## config.mk

```make
export PLATFORM = sky130hd
export DESIGN_NAME = cpp_ctrl
export DESIGN_NICKNAME = d
export VERILOG_FILES = /design/src/cpp_pkg.sv /design/src/cpp_ctrl.sv /design/src/cpp_int_pulse.sv /design/src/cpp_timer.sv
export SDC_FILE = /design/constraint.sdc
export NUM_CORES = 1
export LEC_CHECK = 0
export BUFFER_PORTS_ARGS = -buffer_cell sky130_fd_sc_hd__buf_2
export CAP_MARGIN = 15
export CORE_AREA = 3 3 117 119
export CTS_CLUSTER_SIZE = 25
export DETAILED_ROUTE_END_ITERATION = 10
export DIE_AREA = 0 0 120 122
export GPL_TIMING_DRIVEN = 0
export PLACE_DENSITY = 0.72
export SYNTH_ARGS = -nofsm -noshare
export SYNTH_HDL_FRONTEND = slang
export SYNTH_SLANG_ARGS = --single-unit
```

## constraint.sdc

```tcl
create_clock -name clk_i -period 5.6 [get_ports clk_i]
set_input_delay 0.28 -clock clk_i [delete_from_list [all_inputs] [get_ports clk_i]]
set_output_delay 0.28 -clock clk_i [all_outputs]
set_load 0.05 [all_outputs]
```

## src/cpp_pkg.sv

```systemverilog
// Purpose : Shared constants and types of the charger input power path control.
// Assumes : 20 MHz internal clock, 8-bit register port with 4-bit address.
// Notes   : Limit and voltage fields are codes; the analog side interprets them.
`default_nettype none

package cpp_pkg;

  // ---------------------------------------------------------------------
  // Clock and times
  // ---------------------------------------------------------------------
  localparam longint unsigned CLK_HZ        = 64'd20_000_000;
  localparam longint unsigned QUAL_TIME_MS  = 64'd10;
  localparam longint unsigned RETRY_TIME_MS = 64'd2000;
  localparam longint unsigned BOOST_DLY_MS  = 64'd220;
  localparam longint unsigned INT_PULSE_US  = 64'd100;

  localparam int TMR_W = 26;
  localparam int INT_W = 12;

  localparam logic [TMR_W-1:0] QUAL_CYC      = TMR_W'((QUAL_TIME_MS * CLK_HZ) / 64'd1000);
  localparam logic [TMR_W-1:0] RETRY_CYC     = TMR_W'((RETRY_TIME_MS * CLK_HZ) / 64'd1000);
  localparam logic [TMR_W-1:0] BOOST_DLY_CYC = TMR_W'((BOOST_DLY_MS * CLK_HZ) / 64'd1000);
  localparam logic [INT_W-1:0] INT_PULSE_CYC = INT_W'((INT_PULSE_US * CLK_HZ) / 64'd1_000_000);

  // ---------------------------------------------------------------------
  // Register port and map
  // ---------------------------------------------------------------------
  localparam int ADDR_W = 4;
  localparam int DATA_W = 8;

  localparam logic [ADDR_W-1:0] ADDR_INPUT_SRC = 4'h0;
  localparam logic [ADDR_W-1:0] ADDR_POWER_CFG = 4'h1;
  localparam logic [ADDR_W-1:0] ADDR_MISC_CTRL = 4'h7;
  localparam logic [ADDR_W-1:0] ADDR_STATUS    = 4'h8;
  localparam logic [ADDR_W-1:0] ADDR_FAULT     = 4'h9;

  localparam int B_HIZ        = 7;
  localparam int F_VIN_LSB    = 3;
  localparam int F_ICL_LSB    = 0;
  localparam int F_CFG_LSB    = 4;
  localparam int F_MINSYS_LSB = 1;
  localparam int B_BOOST_CUR  = 0;
  localparam int B_FORCE_DET  = 7;
  localparam int B_BATSW_DIS  = 5;
  localparam int F_SRC_LSB    = 6;
  localparam int B_DPM        = 3;
  localparam int B_PG         = 2;
  localparam int B_MINSYS_ST  = 0;
  localparam int B_BOOST_FLT  = 6;

  // Reset values
  localparam logic [3:0] RST_VIN_LIM   = 4'h6;
  localparam logic [2:0] RST_ICL       = 3'h2;
  localparam logic [1:0] RST_CFG       = 2'h1;
  localparam logic [2:0] RST_MINSYS    = 3'h5;
  localparam logic       RST_BOOST_CUR = 1'b1;

  // Input current limit codes
  localparam logic [2:0] ICL_100MA = 3'h0;
  localparam logic [2:0] ICL_500MA = 3'h2;
  localparam logic [2:0] ICL_3A    = 3'h7;

  // Charge-config and source-status codes
  localparam logic [1:0] CFG_CHARGE  = 2'h1;
  localparam logic [1:0] CFG_BOOST   = 2'h2;
  localparam logic [1:0] SRC_NONE    = 2'h0;
  localparam logic [1:0] SRC_USB     = 2'h1;
  localparam logic [1:0] SRC_ADAPTER = 2'h2;
  localparam logic [1:0] SRC_BOOST   = 2'h3;

  typedef enum logic [2:0] {
    ST_NO_INPUT,
    ST_QUALIFY,
    ST_RETRY,
    ST_DETECT,
    ST_HIGH_Z,
    ST_RUN,
    ST_BOOST_WAIT,
    ST_BOOST
  } cpp_state_t;

endpackage

`default_nettype wire

```

## src/cpp_ctrl.sv

```systemverilog
// Purpose : Input qualification, current limit detection, high-impedance,
//           converter start, boost gating and status of a one-cell charger.
// Assumes : All analog comparator results arrive synchronous to clk_i.
// Notes   : Register port answers every read on the next cycle.
//
// Function
// - Source is good only below overvoltage and above 3.8 V under 30 mA load.
// - On good source set power-good status, pull power-good pin low, interrupt.
// - Failed poor-source check repeats every 2 seconds until it passes.
// - Detection runs on every plug-in unless held high-impedance in host mode.
// - Pin map: 100 mA or 500 mA with status 01, else 3 A with 10.
// - 100 mA host port with good battery enters high-impedance, sets its bit.
// - In host mode high-impedance holds until the host writes its bit to 0.
// - Default mode clears high-impedance on removal; reruns detection on new source.
// - Host sets force-detection bit; device clears it when detection completes.
// - After limit set enable converter; battery switch off if charging disabled.
// - System below 2.2 V forces 100 mA; else lower of register and pin.
// - Boost needs battery ok, low input, select pin high, config 10, 220 ms.
// - Boost reports source status 11 and selects output current by a bit.
// - Boost fault sets the fault bit and interrupts.
// - Minimum system field drives regulation; status bit shows that regulation.
// - Input current or voltage overload cuts charge current; status bit shows it.
// - System below battery turns battery switch on; depletion turns it off.
// - Light load uses pulse-frequency control when battery low or charge disabled.
// - Reset returns every register to default and the port is ready.
//
// The placing of the registers and the plain strobed port were left to the implementer.
`default_nettype none

module cpp_ctrl #(
  parameter logic [cpp_pkg::TMR_W-1:0] QUAL_CYC_P  = cpp_pkg::QUAL_CYC,
  parameter logic [cpp_pkg::TMR_W-1:0] RETRY_CYC_P = cpp_pkg::RETRY_CYC,
  parameter logic [cpp_pkg::TMR_W-1:0] BOOST_CYC_P = cpp_pkg::BOOST_DLY_CYC
) (
  input  wire logic                      clk_i,
  input  wire logic                      rstn_i,
  input  wire logic                      ce_i,
  input  wire logic [cpp_pkg::ADDR_W-1:0] addr_i,
  input  wire logic [cpp_pkg::DATA_W-1:0] wdata_i,
  input  wire logic                      wr_i,
  input  wire logic                      rd_i,
  output logic      [cpp_pkg::DATA_W-1:0] rdata_o,
  input  wire logic                      host_mode_i,
  input  wire logic                      vbus_present_i,
  input  wire logic                      input_overvoltage_i,
  input  wire logic                      vbus_load_ok_i,
  input  wire logic                      source_type_i,
  input  wire logic                      boost_usb500_select_i,
  input  wire logic [2:0]                current_limit_pin_i,
  input  wire logic                      charge_en_n_i,
  input  wire logic                      bat_good_i,
  input  wire logic                      bat_above_low_i,
  input  wire logic                      vbus_below_sleep_i,
  input  wire logic                      bat_depleted_i,
  input  wire logic                      bat_below_minsys_i,
  input  wire logic                      sys_above_2v2_i,
  input  wire logic                      sys_below_bat_i,
  input  wire logic                      minsys_regulating_i,
  input  wire logic                      input_current_overload_i,
  input  wire logic                      input_voltage_overload_i,
  input  wire logic                      boost_fault_i,
  input  wire logic                      light_load_i,
  output logic                           power_good_n_o,
  output logic                           int_n_o,
  output logic                           test_load_en_o,
  output logic                           switch_en_o,
  output logic                           battery_switch_on_o,
  output logic                           boost_en_o,
  output logic                           boost_cur_high_o,
  output logic      [2:0]                in_cur_limit_o,
  output logic      [3:0]                vin_limit_o,
  output logic      [2:0]                min_sys_code_o,
  output logic                           charge_cut_o,
  output logic                           pfm_en_o
);
  import cpp_pkg::*;

  // ---------------------------------------------------------------------
  // State
  // ---------------------------------------------------------------------
  typedef struct packed {
    cpp_state_t  st;
    logic        high_impedance_state;
    logic [3:0]  vin_lim;
    logic [2:0]  icl;
    logic [1:0]  cfg;
    logic [2:0]  minsys;
    logic        boost_cur;
    logic        force_det;
    logic        batsw_dis;
    logic [1:0]  src;
    logic        input_overload_regulation;
    logic        pg;
    logic        minsys_st;
    logic        boost_flt;
    logic        supplement;
    logic [7:0]  rdata;
    logic        pg_n;
    logic        test_load;
    logic        sw_en;
    logic        batsw_on;
    logic        boost_en;
    logic [2:0]  icl_eff;
    logic        charge_cut;
    logic        pfm;
  } cpp_ctrl_state_t;

  localparam cpp_ctrl_state_t CTRL_RST = '{
    st: ST_NO_INPUT, high_impedance_state: 1'b0, vin_lim: RST_VIN_LIM, icl: RST_ICL,
    cfg: RST_CFG, minsys: RST_MINSYS, boost_cur: RST_BOOST_CUR,
    force_det: 1'b0, batsw_dis: 1'b0, src: SRC_NONE, input_overload_regulation: 1'b0, pg: 1'b0,
    minsys_st: 1'b0, boost_flt: 1'b0, supplement: 1'b0, rdata: 8'h00,
    pg_n: 1'b1, test_load: 1'b0, sw_en: 1'b0, batsw_on: 1'b0,
    boost_en: 1'b0, icl_eff: ICL_100MA, charge_cut: 1'b0, pfm: 1'b0
  };

  cpp_ctrl_state_t r_r;
  cpp_ctrl_state_t r_nxt;

  logic                 tmr_start;
  logic [TMR_W-1:0]     tmr_load;
  logic                 tmr_done;
  logic                 bst_start;
  logic                 bst_done;
  logic                 evt;

  // ---------------------------------------------------------------------
  // Helpers
  // ---------------------------------------------------------------------
  function automatic logic [2:0] lower_limit(input logic [2:0] a, input logic [2:0] b);
    lower_limit = (a < b) ? a : b;
  endfunction

  function automatic logic boost_allowed(input logic [1:0] cfg);
    boost_allowed = bat_above_low_i && vbus_below_sleep_i &&
                    boost_usb500_select_i && (cfg == CFG_BOOST);
  endfunction

  // ---------------------------------------------------------------------
  // Next state
  // ---------------------------------------------------------------------
  always_comb begin
    logic host_force;
    logic chg_en;
    r_nxt      = r_r;
    host_force = 1'b0;
    chg_en     = 1'b0;
    tmr_start  = 1'b0;
    tmr_load   = QUAL_CYC_P;
    bst_start  = 1'b0;

    // Host writes, taken before hardware updates so hardware sets win
    if (wr_i) begin
      case (addr_i)
        ADDR_INPUT_SRC: begin
          r_nxt.high_impedance_state     = wdata_i[B_HIZ];
          r_nxt.vin_lim = wdata_i[F_VIN_LSB +: 4];
          r_nxt.icl     = wdata_i[F_ICL_LSB +: 3];
        end
        ADDR_POWER_CFG: begin
          r_nxt.cfg       = wdata_i[F_CFG_LSB +: 2];
          r_nxt.minsys    = wdata_i[F_MINSYS_LSB +: 3];
          r_nxt.boost_cur = wdata_i[B_BOOST_CUR];
        end
        ADDR_MISC_CTRL: begin
          r_nxt.force_det = wdata_i[B_FORCE_DET];
          r_nxt.batsw_dis = wdata_i[B_BATSW_DIS];
          host_force      = wdata_i[B_FORCE_DET];
        end
        default: ;
      endcase
    end

    // Read data stand one cycle, zero otherwise
    r_nxt.rdata = 8'h00;
    if (rd_i) begin
      case (addr_i)
        ADDR_INPUT_SRC: r_nxt.rdata = {r_r.high_impedance_state, r_r.vin_lim, r_r.icl};
        ADDR_POWER_CFG: r_nxt.rdata = {2'h0, r_r.cfg, r_r.minsys, r_r.boost_cur};
        ADDR_MISC_CTRL: r_nxt.rdata = {r_r.force_det, 1'b0, r_r.batsw_dis, 5'h00};
        ADDR_STATUS: begin
          r_nxt.rdata[F_SRC_LSB +: 2] = r_r.src;
          r_nxt.rdata[B_DPM]          = r_r.input_overload_regulation;
          r_nxt.rdata[B_PG]           = r_r.pg;
          r_nxt.rdata[B_MINSYS_ST]    = r_r.minsys_st;
        end
        ADDR_FAULT: begin
          r_nxt.rdata[B_BOOST_FLT] = r_r.boost_flt;
          r_nxt.boost_flt          = 1'b0;
        end
        default: r_nxt.rdata = 8'h00;
      endcase
    end

    unique case (r_r.st)
      ST_NO_INPUT: begin
        r_nxt.pg  = 1'b0;
        r_nxt.src = SRC_NONE;
        if (!vbus_present_i && !host_mode_i) begin
          r_nxt.high_impedance_state = 1'b0;
        end
        if (vbus_present_i && !input_overvoltage_i) begin
          r_nxt.st  = ST_QUALIFY;
          tmr_start = 1'b1;
          tmr_load  = QUAL_CYC_P;
        end else if (boost_allowed(r_r.cfg)) begin
          r_nxt.st  = ST_BOOST_WAIT;
          bst_start = 1'b1;
        end
      end
      ST_QUALIFY: begin
        if (!vbus_present_i) begin
          r_nxt.st = ST_NO_INPUT;
        end else if (tmr_done) begin
          if (!input_overvoltage_i && vbus_load_ok_i) begin
            r_nxt.pg = 1'b1;
            if (r_r.high_impedance_state && host_mode_i && !r_r.force_det) begin
              r_nxt.st = ST_HIGH_Z;
            end else begin
              r_nxt.st = ST_DETECT;
            end
          end else begin
            r_nxt.st  = ST_RETRY;
            tmr_start = 1'b1;
            tmr_load  = RETRY_CYC_P;
          end
        end
      end
      ST_RETRY: begin
        if (!vbus_present_i) begin
          r_nxt.st = ST_NO_INPUT;
        end else if (tmr_done) begin
          r_nxt.st  = ST_QUALIFY;
          tmr_start = 1'b1;
          tmr_load  = QUAL_CYC_P;
        end
      end
      ST_DETECT: begin
        if (source_type_i) begin
          r_nxt.icl = boost_usb500_select_i ? ICL_500MA : ICL_100MA;
          r_nxt.src = SRC_USB;
        end else begin
          r_nxt.icl = ICL_3A;
          r_nxt.src = SRC_ADAPTER;
        end
        r_nxt.force_det = host_force;
        if (source_type_i && !boost_usb500_select_i && bat_good_i) begin
          r_nxt.high_impedance_state = 1'b1;
          r_nxt.st  = ST_HIGH_Z;
        end else begin
          r_nxt.st = ST_RUN;
        end
      end
      ST_HIGH_Z: begin
        if (!vbus_present_i) begin
          r_nxt.st = ST_NO_INPUT;
        end else if (r_r.force_det) begin
          r_nxt.st = ST_DETECT;
        end else if (!r_nxt.high_impedance_state) begin
          r_nxt.st = ST_RUN;
        end
      end
      ST_RUN: begin
        if (!vbus_present_i) begin
          r_nxt.st = ST_NO_INPUT;
        end else if (r_r.force_det) begin
          r_nxt.st = ST_DETECT;
        end else if (r_nxt.high_impedance_state) begin
          r_nxt.st = ST_HIGH_Z;
        end
      end
      ST_BOOST_WAIT: begin
        if (!boost_allowed(r_r.cfg) || vbus_present_i && !vbus_below_sleep_i) begin
          r_nxt.st = ST_NO_INPUT;
        end else if (bst_done) begin
          r_nxt.st = ST_BOOST;
        end
      end
      ST_BOOST: begin
        r_nxt.src = SRC_BOOST;
        if (boost_fault_i) begin
          r_nxt.boost_flt = 1'b1;
          r_nxt.st        = ST_NO_INPUT;
        end else if (!boost_allowed(r_r.cfg)) begin
          r_nxt.st = ST_NO_INPUT;
        end
      end
    endcase

    // Supplement tracking while the converter runs
    if (r_nxt.st == ST_RUN) begin
      if (sys_below_bat_i) begin
        r_nxt.supplement = 1'b1;
      end else if (bat_depleted_i) begin
        r_nxt.supplement = 1'b0;
      end
    end else begin
      r_nxt.supplement = 1'b0;
    end

    // Registered outputs and sampled status
    chg_en = (r_nxt.cfg == CFG_CHARGE) && !charge_en_n_i && !r_nxt.batsw_dis;
    r_nxt.pg_n      = !r_nxt.pg;
    r_nxt.test_load = (r_nxt.st == ST_QUALIFY);
    r_nxt.sw_en     = (r_nxt.st == ST_RUN);
    r_nxt.boost_en  = (r_nxt.st == ST_BOOST);
    if (r_nxt.batsw_dis) begin
      r_nxt.batsw_on = 1'b0;
    end else if (r_nxt.st == ST_RUN) begin
      r_nxt.batsw_on = chg_en || r_nxt.supplement;
    end else if (r_nxt.st == ST_BOOST_WAIT || r_nxt.st == ST_BOOST) begin
      r_nxt.batsw_on = 1'b1;
    end else begin
      r_nxt.batsw_on = !bat_depleted_i;
    end
    r_nxt.icl_eff = sys_above_2v2_i ? lower_limit(r_nxt.icl, current_limit_pin_i)
                                    : ICL_100MA;
    r_nxt.charge_cut = (r_nxt.st == ST_RUN) &&
                       (input_current_overload_i || input_voltage_overload_i);
    r_nxt.input_overload_regulation        = r_nxt.charge_cut;
    r_nxt.minsys_st  = minsys_regulating_i;
    r_nxt.pfm = light_load_i && (bat_below_minsys_i || !chg_en) &&
                (r_nxt.st == ST_RUN || r_nxt.st == ST_BOOST);

    // Any status change, or a new fault, raises an interrupt pulse
    evt = (r_nxt.src != r_r.src) || (r_nxt.input_overload_regulation != r_r.input_overload_regulation) ||
          (r_nxt.pg != r_r.pg) || (r_nxt.minsys_st != r_r.minsys_st) ||
          (r_nxt.boost_flt && !r_r.boost_flt);
  end

  always_ff @(posedge clk_i or negedge rstn_i) begin
    if (!rstn_i) begin
      r_r <= CTRL_RST;
    end else if (ce_i) begin
      r_r <= r_nxt;
    end
  end

  // ---------------------------------------------------------------------
  // Timers and interrupt
  // ---------------------------------------------------------------------
  cpp_timer u_qual_tmr (
    .clk_i   (clk_i),
    .rstn_i  (rstn_i),
    .ce_i    (ce_i),
    .start_i (tmr_start),
    .load_i  (tmr_load),
    .done_o  (tmr_done)
  );

  cpp_timer u_boost_tmr (
    .clk_i   (clk_i),
    .rstn_i  (rstn_i),
    .ce_i    (ce_i),
    .start_i (bst_start),
    .load_i  (BOOST_CYC_P),
    .done_o  (bst_done)
  );

  cpp_int_pulse u_int (
    .clk_i   (clk_i),
    .rstn_i  (rstn_i),
    .ce_i    (ce_i),
    .event_i (evt),
    .int_n_o (int_n_o)
  );

  assign rdata_o             = r_r.rdata;
  assign power_good_n_o      = r_r.pg_n;
  assign test_load_en_o      = r_r.test_load;
  assign switch_en_o         = r_r.sw_en;
  assign battery_switch_on_o = r_r.batsw_on;
  assign boost_en_o          = r_r.boost_en;
  assign boost_cur_high_o    = r_r.boost_cur;
  assign in_cur_limit_o      = r_r.icl_eff;
  assign vin_limit_o         = r_r.vin_lim;
  assign min_sys_code_o      = r_r.minsys;
  assign charge_cut_o        = r_r.charge_cut;
  assign pfm_en_o            = r_r.pfm;

endmodule

`default_nettype wire

```

## src/cpp_int_pulse.sv

```systemverilog
// Purpose : Stretches a status event into an active-low interrupt pulse.
// Assumes : event_i is a one-cycle pulse from the control logic.
// Notes   : An event during a pulse restarts the pulse.
`default_nettype none

module cpp_int_pulse (
  input  wire logic clk_i,
  input  wire logic rstn_i,
  input  wire logic ce_i,
  input  wire logic event_i,
  output logic      int_n_o
);
  import cpp_pkg::*;

  typedef struct packed {
    logic [INT_W-1:0] cnt;
    logic             int_n;
  } cpp_int_state_t;

  localparam cpp_int_state_t INT_RST = '{cnt: '0, int_n: 1'b1};
  localparam logic [INT_W-1:0] ONE   = INT_W'(1);

  cpp_int_state_t r_r;
  cpp_int_state_t r_nxt;

  always_comb begin
    r_nxt = r_r;
    if (event_i) begin
      r_nxt.cnt   = INT_PULSE_CYC;
      r_nxt.int_n = 1'b0;
    end else if (r_r.cnt != '0) begin
      r_nxt.cnt = r_r.cnt - ONE;
      if (r_r.cnt == ONE) begin
        r_nxt.int_n = 1'b1;
      end
    end
  end

  always_ff @(posedge clk_i or negedge rstn_i) begin
    if (!rstn_i) begin
      r_r <= INT_RST;
    end else if (ce_i) begin
      r_r <= r_nxt;
    end
  end

  assign int_n_o = r_r.int_n;

endmodule

`default_nettype wire

```

## src/cpp_timer.sv

```systemverilog
// Purpose : One-shot down counter that pulses done after a loaded count.
// Assumes : load_i is at least one.
// Notes   : A new start reloads the count even while busy.
`default_nettype none

module cpp_timer (
  input  wire logic                     clk_i,
  input  wire logic                     rstn_i,
  input  wire logic                     ce_i,
  input  wire logic                     start_i,
  input  wire logic [cpp_pkg::TMR_W-1:0] load_i,
  output logic                          done_o
);
  import cpp_pkg::*;

  typedef struct packed {
    logic [TMR_W-1:0] cnt;
    logic             busy;
    logic             done;
  } cpp_tmr_state_t;

  localparam cpp_tmr_state_t TMR_RST = '{cnt: '0, busy: 1'b0, done: 1'b0};
  localparam logic [TMR_W-1:0] ONE   = TMR_W'(1);

  cpp_tmr_state_t r_r;
  cpp_tmr_state_t r_nxt;

  always_comb begin
    r_nxt      = r_r;
    r_nxt.done = 1'b0;
    if (start_i) begin
      r_nxt.cnt  = load_i;
      r_nxt.busy = 1'b1;
    end else if (r_r.busy) begin
      r_nxt.cnt = r_r.cnt - ONE;
      if (r_r.cnt == ONE) begin
        r_nxt.busy = 1'b0;
        r_nxt.done = 1'b1;
      end
    end
  end

  always_ff @(posedge clk_i or negedge rstn_i) begin
    if (!rstn_i) begin
      r_r <= TMR_RST;
    end else if (ce_i) begin
      r_r <= r_nxt;
    end
  end

  assign done_o = r_r.done;

endmodule

`default_nettype wire
```

==> reports/qor.csv <==
metric,value,unit
most frequent cell after synthesis,dfrtp_1,
I/O pin cnt,66,
setup violators final,0,
cts bufs inserted,9,
most area-hungry cell type in the Yosys netlist,dfrtp_1,
nets,806,
hold endpoint,vin_limit_o[3],
First-pass DRT Iterations,5,
Skew-Pair Late Insertion Delay,0.36,ns
VDD IR max,0.275,mV
Synth Net Count,728,
r2r setup slk,2.80,ns
area added between synthesis and finish,13.7,%
largest net degree at the start of global routing,72,
sequential area share after synthesis,0.447,
crit path launch type,register,
TNS Setup,0,ns
cells after synthesis,681,
cts hold-fix bufs,1,
Cell Pwr Density,389,nW/um^2
measured slew at the worst slew-check pin,0.902,ns
Hold WS,0.150,ns
total gr overflow,0,
share of the synthesized area in the top cell type,0.410,
"Primary FF master, synth",dfrtp_1,
period utilization,0.500,
Yosys reg bits,112,
Mapped Area,6290,um^2
Synth cell types,72,
vias in the first global route,5348,
highest attainable clock frequency,357,MHz
total number of yosys warnings,0,
layout cell share with drive strength beyond 1,0.196,
unrepaired setup endpoints after global routing,false,
most frequent cells after synthesis,"dfrtp_1 (103), nand2_1 (75), nor2_1 (66)",
Worst EP required,5.79,ns
worst hold path depth,2,
Max Slew Vio Count,0,
global placement routability congestion,0.895,
Final Skew,0.00902,ns
Iter 0 DRT Violations,526,
RR Startpoint,r_r[31],
DR vias,5434,
die area,14600,um^2
Detailed Route WL,16.1,mm
crit path launch,r_r[31],
CTS tree,built,
Synth area leaders,"dfrtp_1 (41%), o21ai_0 (4.6%), nand2_1 (4.5%)",
Starting Density,0.497,
chip height,122,um
Final WS setup,2.80,ns
Antenna Diode Count,0,
crit path DAT,2.99,ns
worst path bufs/invs,0,
max cap viols,0,
worst reg2reg path depth,7,
Period minus WS final,2.80,ns
status,"finished, final reports clean",
cts repair resizes,0,
Hold Crit Class,in2reg,
number of synthesized flops with an enable pin,0,
clk sinks,112,
Wirelength per Cell,17.2,um
synthesized area per cell,9.24,um^2
CTS H-tree depth,3,
HPWL Detailed,11.6,mm
via/cell ratio,5.81,
CP Cell Sequence,"and4b_1, o2111ai_1, a21boi_1, a31oi_4, xor2_4, o21ai_0, o211ai_1",
first-pass GRT wire length,26.5,mm
core area,12700,um^2
final hold vios,0,
"critical path fanouts, max",7,
Antenna Nets Post-Route,0,
I/O Buffers,65,
Max clock buf depth,2,
CTS root buf,clkbuf_16,
slowest library cell on the worst path,o21ai_0,
"Clk pin slew, worst setup/hold paths",0.07,ns
Setup WS pre-CTS,2.86,ns
area of the multi-input gates,3170,um^2
ys async rst share,1.00,
Core Rows,41,
Max stage delay on crit path,0.64,ns
FF/Latch Area,2810,um^2
initial antenna violation count,0,
Min-Delay Startpoint,wdata_i[6],
R2R Path End,u_int.r_r[11],
Worst Setup End Kind,register,
GRT Total Usage,0.226,
DRC viols,0,
post-CTS setup buffer count,0,
critical path's top delay family,compound AO/OA/AOI/OAI gates,
Filler cells,1199,
Pleak,3.12,nW
slew margin rel.,0.394,
Die X-Extent,120,um
Crit Path Category,reg2reg,
worst max path at each step:
stage / endpoint / slack [ns] / depth (start not counted)
finish: u_int.r_r[11] / 2.80 / 7
global route: battery_switch_on_o / 2.65 / 10
CTS: u_int.r_r[11] / 2.85 / 7
detailed placement: u_int.r_r[11] / 2.86 / 7
global placement: u_int.r_r[11] / 2.88 / 7
floorplan: u_int.r_r[6] / 3.39 / 8
placed cells by master, fill, tap and decap left out, types with 17 or more instances in the layout:
| cell type | synthesis | routed |
|---|---|---|
| buf_4 | 19 | 20 |
| o21ai_0 | 58 | 58 |
| nor2_1 | 66 | 66 |
| mux2_2 | 19 | 19 |
| clkbuf_1 | 14 | 17 |
| inv_1 | 21 | 21 |
| dfrtp_1 | 103 | 103 |
| nor3_1 | 29 | 29 |
| nand2_1 | 75 | 75 |
| nand3_1 | 18 | 18 |
| buf_2 | 5 | 69 |
| a21oi_1 | 28 | 28 |
through the flow:
step / utilization / instance area, um^2 / std cells / total power (W)
2_1_floorplan: - / 6290 / 681 / 0.00190
3_3_place_gp: 0.539 / 6830 / 918 / 0.00210
3_5_place_dp: 0.542 / 6860 / 919 / 0.00215
4_1_cts: 0.565 / 7160 / 936 / 0.00280
5_1_grt: 0.565 / 7160 / 936 / 0.00297
6_report: 0.565 / 7160 / 936 / 0.00279
layout make-up:
class | count | area share
flip-flops and latches | 112 | 0.393
clock inverters | 4 | 0.00664
clock buffers | 12 | 0.0330
well taps | 172 | 0.0301
multi-input cells | 507 | 0.443
inverters | 21 | 0.0110
plain buffers | 41 | 0.0325
repair buffers | 67 | 0.0510
cell families after synthesis:
group | synth area share
muxes | 0.0483
AOI/OAI and AO/OA | 0.176
buffers and inverters | 0.0495
DFF | 0.447
xor gates and xnor gates | 0.0406
and+or+nand+nor | 0.223
adders and majority gates | 0.0159
where the power goes:
group | switching [W] | internal [W] | total, W
sequential | 0.000205 | 0.00102 | 0.00122
combinational | 0.000566 | 0.000365 | 0.000931
clock | 0.000285 | 0.000346 | 0.000631
flip-flops by register name (all words and copies together), names as in the netlist:
register,cells
rdata_o,8
u_boost_tmr.done_o,1
charge_cut_o,1
u_int.r_r,12
switch_en_o,1
power_good_n_o,1
u_qual_tmr.r_r,27
test_load_en_o,1
vin_limit_o,4
pfm_en_o,1
boost_cur_high_o,1
min_sys_code_o,3
battery_switch_on_o,1
boost_en_o,1
u_int.int_n_o,1
u_qual_tmr.done_o,1
in_cur_limit_o,3
u_boost_tmr.r_r,27
r_r,17
layer usage:
layer,part of all wire,track usage,vias up
met5,0,0,-
met4,0.027,0.0809,0
met2,0.49,0.378,184
met3,0.057,0.0562,31
li1,-,-,2598
met1,0.43,0.287,2621
(Power assumes the default switching activity.)
